**src/design/module_config_defines.vh**
```
// register offsets, field positions, reset values and constants of the configuration bank
`ifndef MODULE_CONFIG_DEFINES_VH
`define MODULE_CONFIG_DEFINES_VH

// ----------------------------------------
// register offsets
// ----------------------------------------
`define OFS_OUTPUT_ROUTING 8'h89
`define OFS_FLAG_LATCH 8'h8A
`define OFS_DISABLE_RSSI 8'h8B
`define OFS_SLAVE_ADDRESS 8'h8C
`define OFS_RESERVED_BYTE 8'h8D
`define OFS_MON12_SHIFT 8'h8E
`define OFS_THIRD_SHIFT 8'h8F

// ----------------------------------------
// reset values
// ----------------------------------------
`define RST_OUTPUT_ROUTING 8'h80
`define RST_FLAG_LATCH 8'h00
`define RST_DISABLE_RSSI 8'h00
`define RST_SLAVE_ADDRESS 8'h00
`define RST_MON12_SHIFT 8'h00
`define RST_THIRD_SHIFT 8'h30

// ----------------------------------------
// writable bit masks (reserved bits are zero)
// ----------------------------------------
`define MASK_FLAG_LATCH 8'h27
`define MASK_SHIFT 8'h77

// ----------------------------------------
// field positions, output_routing_config
// ----------------------------------------
`define BIT_LOSS_SOURCE 7
`define BIT_SUPPLY_MASK 6
`define BIT_LOSS_INVERT 5
`define BIT_ADDR_SOURCE 4
`define BIT_ALARM_ROW 3
`define BIT_RATE_INVERT 2
`define BIT_RATE_FROM_PIN 1
`define BIT_FAULT_INVERT 0

// ----------------------------------------
// field positions, flag_latch_config
// ----------------------------------------
`define BIT_FAULT_ON_DISABLE 5
`define BIT_ALARM_LATCH 2
`define BIT_QT_LATCH 1
`define BIT_WARN_LATCH 0

// ----------------------------------------
// field positions, disable_and_rssi_config
// ----------------------------------------
`define BIT_CROSSOVER_EN 7
`define BIT_MONITOR_INPUT_TWO_REF 6
`define BIT_DISABLE_CLEARS 5
`define BIT_GATE_TO_DISABLE 4
`define BIT_FAULT_TO_DISABLE 3
`define BIT_DISABLE_IGNORE 2
`define FORCE_FINE 2'b01
`define FORCE_COARSE 2'b10

// ----------------------------------------
// addresses and monitor flag groups
// ----------------------------------------
`define DEFAULT_SLAVE_ADDR 8'hA2
`define AUX_SLAVE_ADDR 8'hA0
`define ALARM_ROW_FIRST 8'hF8
`define TABLE_ONE 8'h01
`define TABLE_FIVE 8'h05
`define MON34_FLAG_MASK 16'h0F00

`endif

```
**src/design/module_config_registers.v**
```verilog
// nonvolatile configuration register bank of the transceiver-module controller
`timescale 1ns/10ps
`include "module_config_defines.vh"

module module_config_registers
(
    // clock and reset
    input wire clock,
    input wire rstn,
    // register access from the serial slave
    input wire [7:0] reg_addr,
    input wire [7:0] reg_table,
    input wire reg_write,
    input wire [7:0] reg_wdata,
    output reg [7:0] reg_rdata,
    output reg alarm_row_here,
    // serial bus address decision
    output reg [7:0] main_slave_addr,
    output reg aux_memory_enable,
    // pins and internal fault terms
    input wire loss_signal_input,
    input wire loss_low_alarm,
    input wire fault_input_pin,
    input wire transmit_disable_input,
    input wire fet_gate_signal,
    input wire supply_low_alarm,
    input wire supply_above_threshold,
    input wire rate_select_level,
    input wire user_rate_bit,
    output reg loss_signal_output,
    output reg rate_select_output,
    output reg receiver_rate_bit,
    output reg fault_output_pin,
    output reg transmit_disable_output,
    // monitor comparison results, flags per group
    input wire [15:0] alarm_compare,
    input wire [15:0] quick_trip_compare,
    input wire [15:0] warning_compare,
    input wire compare_valid,
    output reg [15:0] alarm_flags,
    output reg [15:0] quick_trip_flags,
    output reg [15:0] warning_flags,
    // monitor conversion control
    input wire [15:0] third_fine_raw,
    input wire [15:0] crossover_value,
    input wire fine_result_valid,
    output reg crossover_enable,
    output reg monitor2_reference_select,
    output reg use_fine_range,
    output reg use_coarse_range,
    output reg auto_range,
    output reg coarse_needed,
    output reg [2:0] first_monitor_shift,
    output reg [2:0] second_monitor_shift,
    output reg [2:0] third_coarse_shift,
    output reg [2:0] third_fine_shift
);

// ----------------------------------------
// configuration storage
// ----------------------------------------
reg [7:0] output_routing_config;
reg [7:0] flag_latch_config;
reg [7:0] disable_and_rssi_config;
reg [7:0] slave_address_value;
reg [7:0] monitor_one_two_shift;
reg [7:0] monitor_three_shift;
reg disable_prev;
reg power_up_window;
reg [7:0] next_rdata;
reg next_loss;
reg next_disable;
reg fault_term;
reg next_fault;
// combinational next values of the address, rate and range outputs
reg next_row_here;
reg [7:0] next_slave_addr;
reg next_aux_enable;
reg next_rate;
reg next_receiver_rate;
reg next_use_fine;
reg next_use_coarse;
reg next_auto_range;
reg next_coarse_needed;
wire disable_event;
wire clear_monitor_flags;

// flag update: follow or hold, with optional clear of monitor 3/4 flags
function [15:0] flag_update;
    input [15:0] current;
    input [15:0] compare;
    input valid;
    input latch;
    input clear_34;
    reg [15:0] updated;
    begin
        updated = current;
        if (valid)
        begin
            updated = latch ? (current | compare) : compare;
        end
        if (clear_34)
        begin
            updated = updated & ~`MON34_FLAG_MASK;
        end
        flag_update = updated;
    end
endfunction

// the previous sample is registered, so a level held high raises one event only
assign disable_event = transmit_disable_input & ~disable_prev;
// one clear term shared by the three flag groups
assign clear_monitor_flags = disable_event & disable_and_rssi_config[`BIT_DISABLE_CLEARS];

// ----------------------------------------
// register access
// ----------------------------------------
// register writes; reserved bits are masked off on the way in
// the reserved byte has no storage, so writes to it simply fall through
always @(posedge clock)
begin
    if (!rstn)
    begin
        output_routing_config <= `RST_OUTPUT_ROUTING;
        flag_latch_config <= `RST_FLAG_LATCH;
        disable_and_rssi_config <= `RST_DISABLE_RSSI;
        slave_address_value <= `RST_SLAVE_ADDRESS;
        monitor_one_two_shift <= `RST_MON12_SHIFT;
        monitor_three_shift <= `RST_THIRD_SHIFT;
    end
    else if (reg_write)
    begin
        case (reg_addr)
            `OFS_OUTPUT_ROUTING: output_routing_config <= reg_wdata;
            `OFS_FLAG_LATCH: flag_latch_config <= reg_wdata & `MASK_FLAG_LATCH;
            `OFS_DISABLE_RSSI: disable_and_rssi_config <= reg_wdata;
            `OFS_SLAVE_ADDRESS: slave_address_value <= reg_wdata;
            `OFS_MON12_SHIFT: monitor_one_two_shift <= reg_wdata & `MASK_SHIFT;
            `OFS_THIRD_SHIFT: monitor_three_shift <= reg_wdata & `MASK_SHIFT;
            default: ;
        endcase
    end
end

// read mux; the reserved byte and unmapped offsets read zero
always @*
begin
    case (reg_addr)
        `OFS_OUTPUT_ROUTING: next_rdata = output_routing_config;
        `OFS_FLAG_LATCH: next_rdata = flag_latch_config;
        `OFS_DISABLE_RSSI: next_rdata = disable_and_rssi_config;
        `OFS_SLAVE_ADDRESS: next_rdata = slave_address_value;
        `OFS_MON12_SHIFT: next_rdata = monitor_one_two_shift;
        `OFS_THIRD_SHIFT: next_rdata = monitor_three_shift;
        default: next_rdata = 8'h00;
    endcase
end

// ----------------------------------------
// pin routing
// ----------------------------------------
always @*
begin
    next_loss = output_routing_config[`BIT_LOSS_SOURCE] ? loss_signal_input : loss_low_alarm;
    next_loss = next_loss ^ output_routing_config[`BIT_LOSS_INVERT];
    fault_term = fault_input_pin ^ output_routing_config[`BIT_FAULT_INVERT];
    next_disable = (disable_and_rssi_config[`BIT_GATE_TO_DISABLE] & fet_gate_signal)
        | (disable_and_rssi_config[`BIT_FAULT_TO_DISABLE] & fault_term)
        | (~disable_and_rssi_config[`BIT_DISABLE_IGNORE] & transmit_disable_input);
    // supply-low alarm counts unless masked while supply is still below threshold
    next_fault = fault_term
        | (supply_low_alarm & ~(output_routing_config[`BIT_SUPPLY_MASK] & power_up_window))
        | (flag_latch_config[`BIT_FAULT_ON_DISABLE] & transmit_disable_input);
end

// power-up window ends once supply rises above the threshold
// limitation: the window never reopens, so a later brown-out is not masked
always @(posedge clock)
begin
    if (!rstn)
    begin
        power_up_window <= 1'b1;
    end
    else if (supply_above_threshold)
    begin
        power_up_window <= 1'b0;
    end
end

// ----------------------------------------
// slave address, row placement and rate
// ----------------------------------------
// the row decision uses the live table number, so a table switch shows on the next cycle
always @*
begin
    next_row_here = 1'b0;
    if (reg_addr >= `ALARM_ROW_FIRST)
    begin
        next_row_here = (reg_table == (output_routing_config[`BIT_ALARM_ROW] ?
            `TABLE_FIVE : `TABLE_ONE));
    end
    // the programmed byte only counts while the source bit selects it
    next_slave_addr = `DEFAULT_SLAVE_ADDR;
    next_aux_enable = 1'b1;
    if (output_routing_config[`BIT_ADDR_SOURCE])
    begin
        next_slave_addr = slave_address_value;
        // the auxiliary page would share the main address, so it steps aside
        next_aux_enable = (slave_address_value != `AUX_SLAVE_ADDR);
    end
    // the receiver bit copies the pin after inversion, as the far end sees it
    next_rate = rate_select_level ^ output_routing_config[`BIT_RATE_INVERT];
    next_receiver_rate = output_routing_config[`BIT_RATE_FROM_PIN] ? next_rate : user_rate_bit;
end

// registered outputs; fault starts high so an unmasked power-up shows a fault
// every output leaves from a flip-flop, one cycle behind its causes
always @(posedge clock)
begin
    if (!rstn)
    begin
        reg_rdata <= 8'h00;
        alarm_row_here <= 1'b0;
        main_slave_addr <= `DEFAULT_SLAVE_ADDR;
        aux_memory_enable <= 1'b1;
        loss_signal_output <= 1'b0;
        rate_select_output <= 1'b0;
        receiver_rate_bit <= 1'b0;
        fault_output_pin <= 1'b1;
        transmit_disable_output <= 1'b0;
        disable_prev <= 1'b0;
    end
    else
    begin
        reg_rdata <= next_rdata;
        // alarm-enable row lives in exactly one table; the other reads empty
        alarm_row_here <= next_row_here;
        main_slave_addr <= next_slave_addr;
        aux_memory_enable <= next_aux_enable;
        loss_signal_output <= next_loss;
        rate_select_output <= next_rate;
        receiver_rate_bit <= next_receiver_rate;
        fault_output_pin <= next_fault;
        transmit_disable_output <= next_disable;
        disable_prev <= transmit_disable_input;
    end
end

// ----------------------------------------
// monitor flags
// ----------------------------------------
// a disable edge clears monitor 3/4 flags after a same-cycle compare
always @(posedge clock)
begin
    if (!rstn)
    begin
        alarm_flags <= 16'h0000;
        quick_trip_flags <= 16'h0000;
        warning_flags <= 16'h0000;
    end
    else
    begin
        alarm_flags <= flag_update(alarm_flags, alarm_compare, compare_valid,
            flag_latch_config[`BIT_ALARM_LATCH], clear_monitor_flags);
        quick_trip_flags <= flag_update(quick_trip_flags, quick_trip_compare, compare_valid,
            flag_latch_config[`BIT_QT_LATCH], clear_monitor_flags);
        warning_flags <= flag_update(warning_flags, warning_compare, compare_valid,
            flag_latch_config[`BIT_WARN_LATCH], clear_monitor_flags);
    end
end

// ----------------------------------------
// conversion control
// ----------------------------------------
// range force decode; 00b and 11b both leave the converter ranging on its own
always @*
begin
    next_use_fine = 1'b0;
    next_use_coarse = 1'b0;
    next_auto_range = 1'b0;
    case (disable_and_rssi_config[1:0])
        `FORCE_FINE: next_use_fine = 1'b1;
        `FORCE_COARSE: next_use_coarse = 1'b1;
        default: next_auto_range = 1'b1;
    endcase
    // raw, unshifted fine result is compared, so the shift setting cannot hide it
    next_coarse_needed = fine_result_valid & disable_and_rssi_config[`BIT_CROSSOVER_EN] &
        (third_fine_raw > crossover_value);
end

// shift counts are copied as stored; reserved bits never reach them
always @(posedge clock)
begin
    if (!rstn)
    begin
        crossover_enable <= 1'b0;
        monitor2_reference_select <= 1'b0;
        use_fine_range <= 1'b0;
        use_coarse_range <= 1'b0;
        auto_range <= 1'b1;
        coarse_needed <= 1'b0;
        first_monitor_shift <= 3'h0;
        second_monitor_shift <= 3'h0;
        third_coarse_shift <= 3'h3;
        third_fine_shift <= 3'h0;
    end
    else
    begin
        crossover_enable <= disable_and_rssi_config[`BIT_CROSSOVER_EN];
        monitor2_reference_select <= disable_and_rssi_config[`BIT_MONITOR_INPUT_TWO_REF];
        use_fine_range <= next_use_fine;
        use_coarse_range <= next_use_coarse;
        auto_range <= next_auto_range;
        coarse_needed <= next_coarse_needed;
        first_monitor_shift <= monitor_one_two_shift[6:4];
        second_monitor_shift <= monitor_one_two_shift[2:0];
        third_coarse_shift <= monitor_three_shift[6:4];
        third_fine_shift <= monitor_three_shift[2:0];
    end
end

endmodule // module_config_registers

```
**config.mk**
```make
export PLATFORM = sky130hd
export DESIGN_NAME = module_config_registers
export DESIGN_NICKNAME = d
export VERILOG_FILES = /design/src/design/module_config_registers.v
export VERILOG_INCLUDE_DIRS = /design/src /design/src/design
export SDC_FILE = /design/constraint.sdc
export NUM_CORES = 1
export LEC_CHECK = 0
export ABC_AREA = 1
export ABC_CLOCK_PERIOD_IN_PS = 1070
export BUFFER_PORTS_ARGS = -buffer_cell sky130_fd_sc_hd__buf_2
export CORE_MARGIN = 4
export CORE_UTILIZATION = 44
export CTS_CLUSTER_SIZE = 20
export DETAILED_ROUTE_END_ITERATION = 6
export PLACE_DENSITY = 0.79
export SETUP_SLACK_MARGIN = 0.5
export SYNTH_ARGS = -nofsm -noshare
export SYNTH_HDL_FRONTEND = slang
export SYNTH_SLANG_ARGS = --single-unit
```
**constraint.sdc**
```tcl
create_clock -name clock -period 1.07 [get_ports clock]
set_input_delay 0.0535 -clock clock [delete_from_list [all_inputs] [get_ports clock]]
set_output_delay 0.0535 -clock clock [all_outputs]
set_load 0.02 [all_outputs]
```
==> run_results.csv, run 1 <==
group,metric,value,unit
drt,avgRoutedWirePerCell,20.0,um
clock_tree,clk_pin_slew,0.05,ns
job,drv_cap,0,
setup_path,reg2regPathDepth,4,
clock_tree,cts_hold_buf,39,
worst_hold_path,worstHoldStart,"user_rate_bit",
synth,yosysWarnings,0,
setup_path,path_delay_family,"simple AND/OR/NAND/NOR gates",
power_and_ir_drop,p_per_area,1180,nW/um^2
setup_path,start_kind,"input port",
grt,grt_pass1_wl,31700,um
sta,tightest_slew,0.496,ns
placed_design,port_buffers,206,
synth,synthesis.nets,826,
setup_path,cp_num_buf_inv,5,
setup_path,reg2reg_from,"disable_and_rssi_config[5]",
drt,drc_errors,0,
drt,wl,23700,um
cells_and_area,final_common_cell,"buf_6",
setup_path,cp-end-kind,"register",
floorplanning,fp.dieH,118,um
clock_tree,clkSinkCount,131,
sta,skew,0.0140,ns
synth,synthCells,690,
grt,antenna_found_initial,4,
grt,grt_pass1_vias,6237,
grt,overflow,0,
cells_and_area,nets,1162,
worst_hold_path,hp-class,"in2reg",
synth,synth.distinct_cells,30,
worst_hold_path,min_path_cells,3,
sta,rsz0062_at_grt,"yes",
sta,final.period_utilization,93.2,%
setup_path,path_cells,"buf_8 > inv_12 > nand2_4 > nor2_4 > buf_8 > buf_6 > nand2_8 > nor2_4 > inv_2 > nand2_1 > a21oi_1",
power_and_ir_drop,power.leakage,0.00448,uW
synth,synth_area_leader_cell,"dfxtp_1",
setup_path,cp_slowest_stage_delay,0.24,ns
clock_tree,insertion_delay,0.42,ns
setup_path,critical_path_arrival,1.30,ns
grt,grt_usage,28.4,%
clock_tree,cts_made_buffers,17,
placed_design,dp_hpwl,11600,um
clock_tree,cts_tree,"done",
drt,drtPass1Iterations,5,
sta,hold_violations,23,
floorplanning,start_util,45.6,%
drt,ant_nets,0,
sta,setup_viol,0,
sta,slew_headroom,66.9,%
sta,period_needed,0.998,ns
synth,syn_area,5300,um^2
synth,ys_seq_area_share,49.5,%
power_and_ir_drop,worst_ir_drop_vdd,1230,uV
synth,yosysTopAreaCellShare,49.5,%
cells_and_area,area_growth,95.9,%
setup_path,critPathRequiredTime,1.38,ns
synth,synth_flop_cell,"dfxtp_1",
clock_tree,h-tree-depth,4,
grt,grt_max_degree,42,
floorplanning,die-area,13900,um^2
setup_path,worstPathMaxFanout,8,
setup_path,critPathKind,"in2reg",
run_status,status,"finished with violations",
cells_and_area,mostFrequentLayoutCells,"buf_6 (122), buf_2 (111), nand2_1 (110), dfxtp_2 (109), buf_4 (55)",
placed_design,dpl-instance-area,7180,um^2
synth,async_flop_share,0,%
cells_and_area,drive_gt1_share,68.7,%
placed_design,place.gp.congestion,0.922,
floorplanning,dieWidth,118,um
setup_path,crit_path_start,"reg_addr[5]",
drt,first_iter_violations,480,
synth,synth.avg_cell_area,7.68,um^2
sta,fmax,1000,MHz
floorplanning,rows,39,
floorplanning,core,11600,um^2
sta,fin_hold_ws,-0.113,ns
synth,synth_edf_count,0,
run_status,failed_checks,"hold timing",
drt,viasPerCell,5.42,
floorplanning,io_pins,207,
setup_path,cpMaxStageDelayCell,"nor2_4",
setup_path,cp.depth,11,
drt,num_vias,6422,
cells_and_area,finalInstanceArea,10400,um^2
cells_and_area,final_util,89.3,%
cells_and_area,fin_cells,1185,
synth,synth_area_leaders,"dfxtp_1 (50%), nand2_1 (13%), a21oi_1 (8.2%)",
clock_tree,clockBufferDepth,2,
sta,drv_slew,0,
clock_tree,cts_root_buf,"clkbuf_16",
synth,synth-seq-cells,131,
placed_design,dp_cells,1050,
==> synthesized netlist by cell type (4+ instances only) <==
library cell / count
nand4_1: 7
clkbuf_1: 18
buf_2: 6
a22oi_1: 12
nand2_2: 4
inv_2: 4
nand2_1: 186
nor2_1: 33
ha_1: 18
dfxtp_1: 131
a21oi_1: 87
o21ai_0: 26
inv_1: 79
nor2_2: 4
nand3_1: 47
==> worst paths after layout <==
| path | endpoint | slack (ns) |
|---|---|---|
| worst min-delay path | receiver_rate_bit | -0.11 |
| worst min register to register | power_up_window | 0.45 |
| worst max register to register | quick_trip_flags[10] | 0.11 |
| worst max-delay path | flag_latch_config[2] | 0.07 |
==> registers in the layout, summed over array words and instances, names as in the netlist, 3 cells and up <==
name / count
alarm_flags: 16
quick_trip_flags: 16
warning_flags: 16
disable_and_rssi_config: 8
main_slave_addr: 8
output_routing_config: 8
reg_rdata: 8
slave_address_value: 8
monitor_one_two_shift: 6
monitor_three_shift: 6
flag_latch_config: 4
first_monitor_shift: 3
second_monitor_shift: 3
third_coarse_shift: 3
third_fine_shift: 3
==> layout make-up <==
type | instances | area, um^2
diodes | 4 | 10.0
fillers | 476 | 1240
repair buffers | 340 | 2990
clock buffers | 26 | 509
inverters | 84 | 439
multi-input cells | 451 | 3400
repair inverters | 1 | 5.00
clock inverters | 5 | 25.0
well taps | 143 | 179
flip-flops and latches | 131 | 2820
==> what timing repair did <==
item                       4_1_cts  5_1_grt
setup endpoints to repair      207      214
gates cloned                     6        0
pin swaps                       59       28
hold endpoints to repair        87       34
resized for setup              424      153
setup buffers                   19       36
==> stage by stage <==
step	worst slack [ns]	setup TNS, ns	hold slack [ns]	power (uW)
floorplan	0.131	0	0.147	5850
detailed placement	-0.160	-5.31	0.253	6390
CTS	0.134	0	-0.141	12000
global placement	-0.150	-4.32	0.253	6370
global route	0.0121	0	-0.107	12600
finish	0.0724	0	-0.113	12200
==> per-layer routing <==
| metal | up-vias | wire [um] | global-route usage [%] |
|---|---|---|---|
| met5 | - | 0 | 0 |
| met4 | 0 | 1630 | 15.2 |
| li1 | 2926 | - | - |
| met3 | 118 | 1430 | 6.78 |
| met2 | 362 | 12100 | 49.1 |
| met1 | 3016 | 8540 | 32.4 |
==> logic make-up after synthesis <==
kind of cell | Yosys count | synth area share, %
buffers and inverters | 112 | 8.60
adder cells (fa/ha/maj) | 18 | 4.25
AND/OR/NAND/NOR | 295 | 24.0
AO/OA/AOI/OAI | 131 | 13.2
XOR/XNOR | 2 | 0.331
multiplexers | 1 | 0.189
flip-flops | 131 | 49.5
==> worst register-to-register path, stage by stage, from the launching register on <==
cell and delay, ns:
dfxtp_2 0.37, nand2_1 0.08, o21ai_2 0.17, buf_12 0.16, nor2_1 0.06
==> where the power goes <==
| group | total [uW] | switching (uW) | internal, uW |
|---|---|---|---|
| registers | 5070 | 95.0 | 4980 |
| clock network | 5300 | 2060 | 3230 |
| logic | 1870 | 981 | 887 |
(Power assumes the default switching activity.)
==> run 2, diff against run 1 <==
Settings changed: CORE_MARGIN 4 to 2.
==> run_results.csv, run 2 (same netlist as run 1, synthesis figures left out) <==
group,metric,value,unit
run_status,status,"finished with violations",
run_status,failed_checks,"hold timing",
sta,slew_headroom,65.5,%
drt,drtPass1Iterations,6,
job,drv_cap,0,
sta,fin_hold_ws,-0.139,ns
sta,fmax,962,MHz
setup_path,critPathKind,"in2reg",
floorplanning,dieWidth,114,um
cells_and_area,final_common_cell,"buf_6",
setup_path,critical_path_arrival,1.38,ns
drt,drc_errors,0,
clock_tree,cts_root_buf,"clkbuf_16",
setup_path,reg2reg_from,"disable_and_rssi_config[0]",
cells_and_area,finalInstanceArea,10700,um^2
placed_design,dp_hpwl,10900,um
clock_tree,clk_pin_slew,0.06,ns
setup_path,crit_path_start,"reg_addr[6]",
drt,top_layer_used,"met4",
sta,final.period_utilization,97.1,%
power_and_ir_drop,p_per_area,1180,nW/um^2
floorplanning,start_util,44.7,%
worst_hold_path,hp-class,"in2reg",
sta,setup_viol,0,
power_and_ir_drop,worst_ir_drop_vdd,1390,uV
grt,grt_max_degree,40,
power_and_ir_drop,power.leakage,0.00458,uW
cells_and_area,area_growth,103,%
floorplanning,fp.dieH,114,um
drt,wl_met2,12800,um
clock_tree,h-tree-depth,4,
drt,num_vias,6855,
placed_design,place.gp.congestion,0.906,
clock_tree,clockBufferDepth,2,
clock_tree,insertion_delay,0.43,ns
floorplanning,rows,40,
worst_hold_path,worstHoldStart,"user_rate_bit",
cells_and_area,nets,1166,
floorplanning,die-area,12900,um^2
drt,avgRoutedWirePerCell,22.1,um
drt,wl,26300,um
setup_path,critPathRequiredTime,1.41,ns
grt,overflow,0,
placed_design,port_buffers,206,
drt,first_iter_violations,617,
setup_path,start_kind,"input port",
cells_and_area,top_regs,"alarm_flags x16, quick_trip_flags x16, warning_flags x16",
sta,period_needed,1.04,ns
grt,grt_usage,31.7,%
setup_path,worstPathMaxFanout,8,
clock_tree,cts_hold_buf,40,
sta,rsz0062_at_grt,"yes",
sta,hold_violations,23,
sta,drv_slew,0,
grt,grt_pass1_vias,6299,
drt,wl_met3,2050,um
drt,wl_met1,9080,um
floorplanning,io_pins,207,
clock_tree,clkSinkCount,131,
setup_path,cp-end-kind,"register",
cells_and_area,drive_gt1_share,72.0,%
cells_and_area,mostFrequentLayoutCells,"buf_6 (115), buf_2 (112), dfxtp_2 (108), nand2_1 (96), nand2_2 (57)",
grt,antenna_found_initial,0,
placed_design,preCtsSetupSlack,-0.183,ns
clock_tree,cts_made_buffers,17,
sta,worst_slack,0.0308,ns
floorplanning,core,11900,um^2
drt,viasPerCell,5.76,
clock_tree,cts_tree,"done",
sta,skew,0.00915,ns
sta,tightest_slew,0.518,ns
grt,grt_pass1_wl,31400,um
placed_design,dpl-instance-area,7150,um^2
drt,ant_nets,0,
[run 2: cell types whose count changed in the layout (fill, tap and decap cells not counted), moves of 5 or more]
| cell | previous run | this run |
|---|---|---|
| buf_12 | 10 | 15 |
| nand2_4 | 23 | 29 |
| nand2_1 | 110 | 96 |
| nand2_2 | 49 | 57 |
| a22oi_1 | 10 | 1 |
| nand3_1 | 24 | 19 |
| a22oi_2 | 2 | 11 |
| buf_6 | 122 | 115 |
[run 2: per-stage QoR]
step                util (%)  setup TNS, ns  hold WS (ns)  power [uW]  std cells
floorplan                  -              0         0.147        5850        690
global placement        60.3          -4.90         0.254        6370       1044
detailed placement      60.3          -6.23         0.260        6400       1044
CTS                     81.7              0        -0.161       12200       1148
global route            90.4              0        -0.116       13000       1190
finish                  90.5              0        -0.139       12700       1191
[run 2: worst paths after layout]
path,endpoint,slack [ns],depth (start not counted)
worst max-delay path,disable_and_rssi_config[3],0.03,9
worst min-delay path,receiver_rate_bit,-0.14,3
worst max register to register,reg_rdata[0],0.03,5
worst min register to register,monitor2_reference_select,0.46,2
[run 2: repair_timing]
| action | CTS | global route |
|---|---|---|
| buffers inserted | 26 | 40 |
| pin swaps | 57 | 43 |
| endpoints found under the hold margin | 92 | 33 |
| resized for setup | 456 | 173 |
| gates cloned | 6 | 2 |
| endpoints found under the setup margin | 207 | 216 |
[run 2: cell type report]
type	instances	area [um^2]
Multi-Input combinational cell	451	3610
Timing Repair Buffer	344	3100
Sequential cell	131	2830
Fill cell	427	1130
Clock buffer	22	475
Inverter	84	444
Tap cell	147	184
Clock inverter	10	81.3
Timing Repair inverter	1	6.26
Antenna cell	1	2.50
[run 2: routing by layer]
| layer | vias to the layer above | track usage, % |
|---|---|---|
| met1 | 3218 | 32.7 |
| met2 | 511 | 56.9 |
| li1 | 2920 | - |
| met3 | 206 | 7.81 |
| met4 | 0 | 21.1 |
| met5 | - | 0 |
[run 2: power by group]
group	total [uW]	switching [uW]	leakage, uW	internal, uW
Combinational	1970	1050	0.00318	921
Sequential	5080	106	0.00112	4970
Clock	5600	2240	0.000278	3370
[run 2: worst max-delay path: stages]
cell and delay [ns]:
buf_6 0.09, inv_2 0.06, nand2_2 0.08, nor2_4 0.21, buf_12 0.19, buf_8 0.12, nand3_4 0.19, buf_6 0.22
a21oi_4 0.15
==> run 3, diff against run 2 <==
Settings changed: GPL_TIMING_DRIVEN from default to 0.
==> run_results.csv, run 3 (same netlist as run 1, synthesis figures left out) <==
group,metric,value,unit
run_status,status,"finished with violations",
run_status,failed_checks,"hold timing",
cells_and_area,finalInstanceArea,10600,um^2
grt,grt_max_degree,17,
setup_path,cp.depth,5,
setup_path,reg2regPathDepth,5,
clock_tree,h-tree-depth,4,
drt,num_vias,7032,
grt,grt_usage,32.3,%
setup_path,worstPathMaxFanout,7,
setup_path,start_kind,"register",
job,drv_cap,0,
floorplanning,core,11900,um^2
cells_and_area,area_growth,99.9,%
setup_path,critPathRequiredTime,1.41,ns
floorplanning,fp.dieH,114,um
drt,first_iter_violations,855,
cells_and_area,final_common_cell,"buf_6",
power_and_ir_drop,power.leakage,0.00456,uW
setup_path,cpMaxStageDelayCell,"dfxtp_2",
setup_path,cp_slowest_stage_delay,0.35,ns
floorplanning,start_util,44.7,%
clock_tree,cts_tree,"done",
clock_tree,cts_made_buffers,17,
floorplanning,rows,40,
floorplanning,io_pins,207,
worst_hold_path,min_path_cells,3,
setup_path,cp_num_buf_inv,2,
clock_tree,clkSinkCount,131,
clock_tree,cts_root_buf,"clkbuf_16",
cells_and_area,fill_cells,448,
setup_path,critPathKind,"reg2reg",
grt,overflow,0,
worst_hold_path,hp-class,"in2reg",
setup_path,path_delay_family,"flip-flops",
sta,skew,0.00939,ns
sta,fmax,968,MHz
placed_design,dpl-instance-area,7070,um^2
sta,tightest_slew,0.752,ns
setup_path,cp-end-kind,"register",
placed_design,dp_cells,1042,
setup_path,critical_path_arrival,1.37,ns
power_and_ir_drop,power,12900,uW
sta,fin_hold_ws,-0.153,ns
setup_path,path_cells,"inv_2 > nand2_4 > buf_8 > nand2_1 > a21oi_1",
clock_tree,clk_pin_slew,0.06,ns
drt,viasPerCell,5.88,
clock_tree,insertion_delay,0.44,ns
cells_and_area,nets,1169,
sta,hold_violations,22,
placed_design,dp_hpwl,11700,um
grt,antenna_found_initial,0,
sta,slew_headroom,49.9,%
placed_design,port_buffers,205,
drt,wl,28000,um
sta,drv_slew,0,
cells_and_area,top_regs,"alarm_flags x16, quick_trip_flags x16, warning_flags x16",
drt,ant_nets,0,
power_and_ir_drop,p_per_area,1220,nW/um^2
placed_design,place.gp.congestion,0.935,
drt,drtPass1Iterations,7,
sta,rsz0062_at_grt,"yes",
clock_tree,cts_hold_buf,40,
floorplanning,die-area,12900,um^2
cells_and_area,drive_gt1_share,69.8,%
grt,grt_pass1_vias,6379,
floorplanning,dieWidth,114,um
cells_and_area,mostFrequentLayoutCells,"buf_6 (128), nand2_1 (113), dfxtp_2 (110), buf_2 (109), a21oi_2 (52)",
sta,setup_viol,0,
drt,avgRoutedWirePerCell,23.4,um
cells_and_area,register_area,2810,um^2
clock_tree,clockBufferDepth,2,
sta,period_needed,1.03,ns
cells_and_area,fin_cells,1195,
grt,grt_pass1_wl,32200,um
drt,drc_errors,0,
power_and_ir_drop,worst_ir_drop_vdd,1190,uV
cells_and_area,multi_input_area,3470,um^2
sta,final.period_utilization,96.6,%
run 3: worst paths after layout:
path	startpoint	to	slack, ns
worst max-delay path	flag_latch_config[1]	quick_trip_flags[5]	0.04
worst min-delay path	user_rate_bit	receiver_rate_bit	-0.15
worst max register to register	flag_latch_config[1]	quick_trip_flags[5]	0.04
worst min register to register	power_up_window	power_up_window	0.45
run 3: worst min-delay path, stage by stage:
cell      delay, ns
buf_2          0.07
o211ai_1       0.07
inv_1          0.05
run 3: layer usage:
metal  vias up  wire [um]  track usage (%)
li1       2924          -                -
met1      3215       9320             35.6
met4         0       2690             22.4
met2       621      12900             54.7
met5         -          0                0
met3       272       3050             8.13
run 3: layout make-up:
cell class / count / share of cell area, %
Multi-Input combinational cell: 447 / 32.8
Sequential cell: 131 / 26.6
Timing Repair Buffer: 323 / 26.5
Clock buffer: 19 / 4.18
Inverter: 84 / 4.05
Buffer: 28 / 2.74
Tap cell: 147 / 1.74
Clock inverter: 13 / 1.28
Timing Repair inverter: 1 / 0.0827
Antenna cell: 2 / 0.0473
run 3: power breakdown:
part / internal (uW) / switching [uW]
clock network: 3480 / 2380
registers: 4980 / 95.7
logic: 902 / 1080
run 3: what timing repair did:
action | 4_1_cts | 5_1_grt
pin swaps | 58 | 48
buffers inserted | 38 | 34
cloned | 7 | 0
resized for setup | 428 | 190
endpoints found under the setup margin | 207 | 220
endpoints found under the hold margin | 93 | 34
run 3: through the flow:
step	hold slack, ns	setup WS (ns)	TNS (ns)	util [%]
after floorplan	0.147	0.131	0	-
after global placement	0.252	-0.306	-9.22	59.6
after detailed placement	0.262	-0.340	-10.14	59.6
after CTS	-0.155	0.125	0	81.1
after global routing	-0.132	-0.0308	-0.0308	89.2
final	-0.153	0.0365	0	89.3
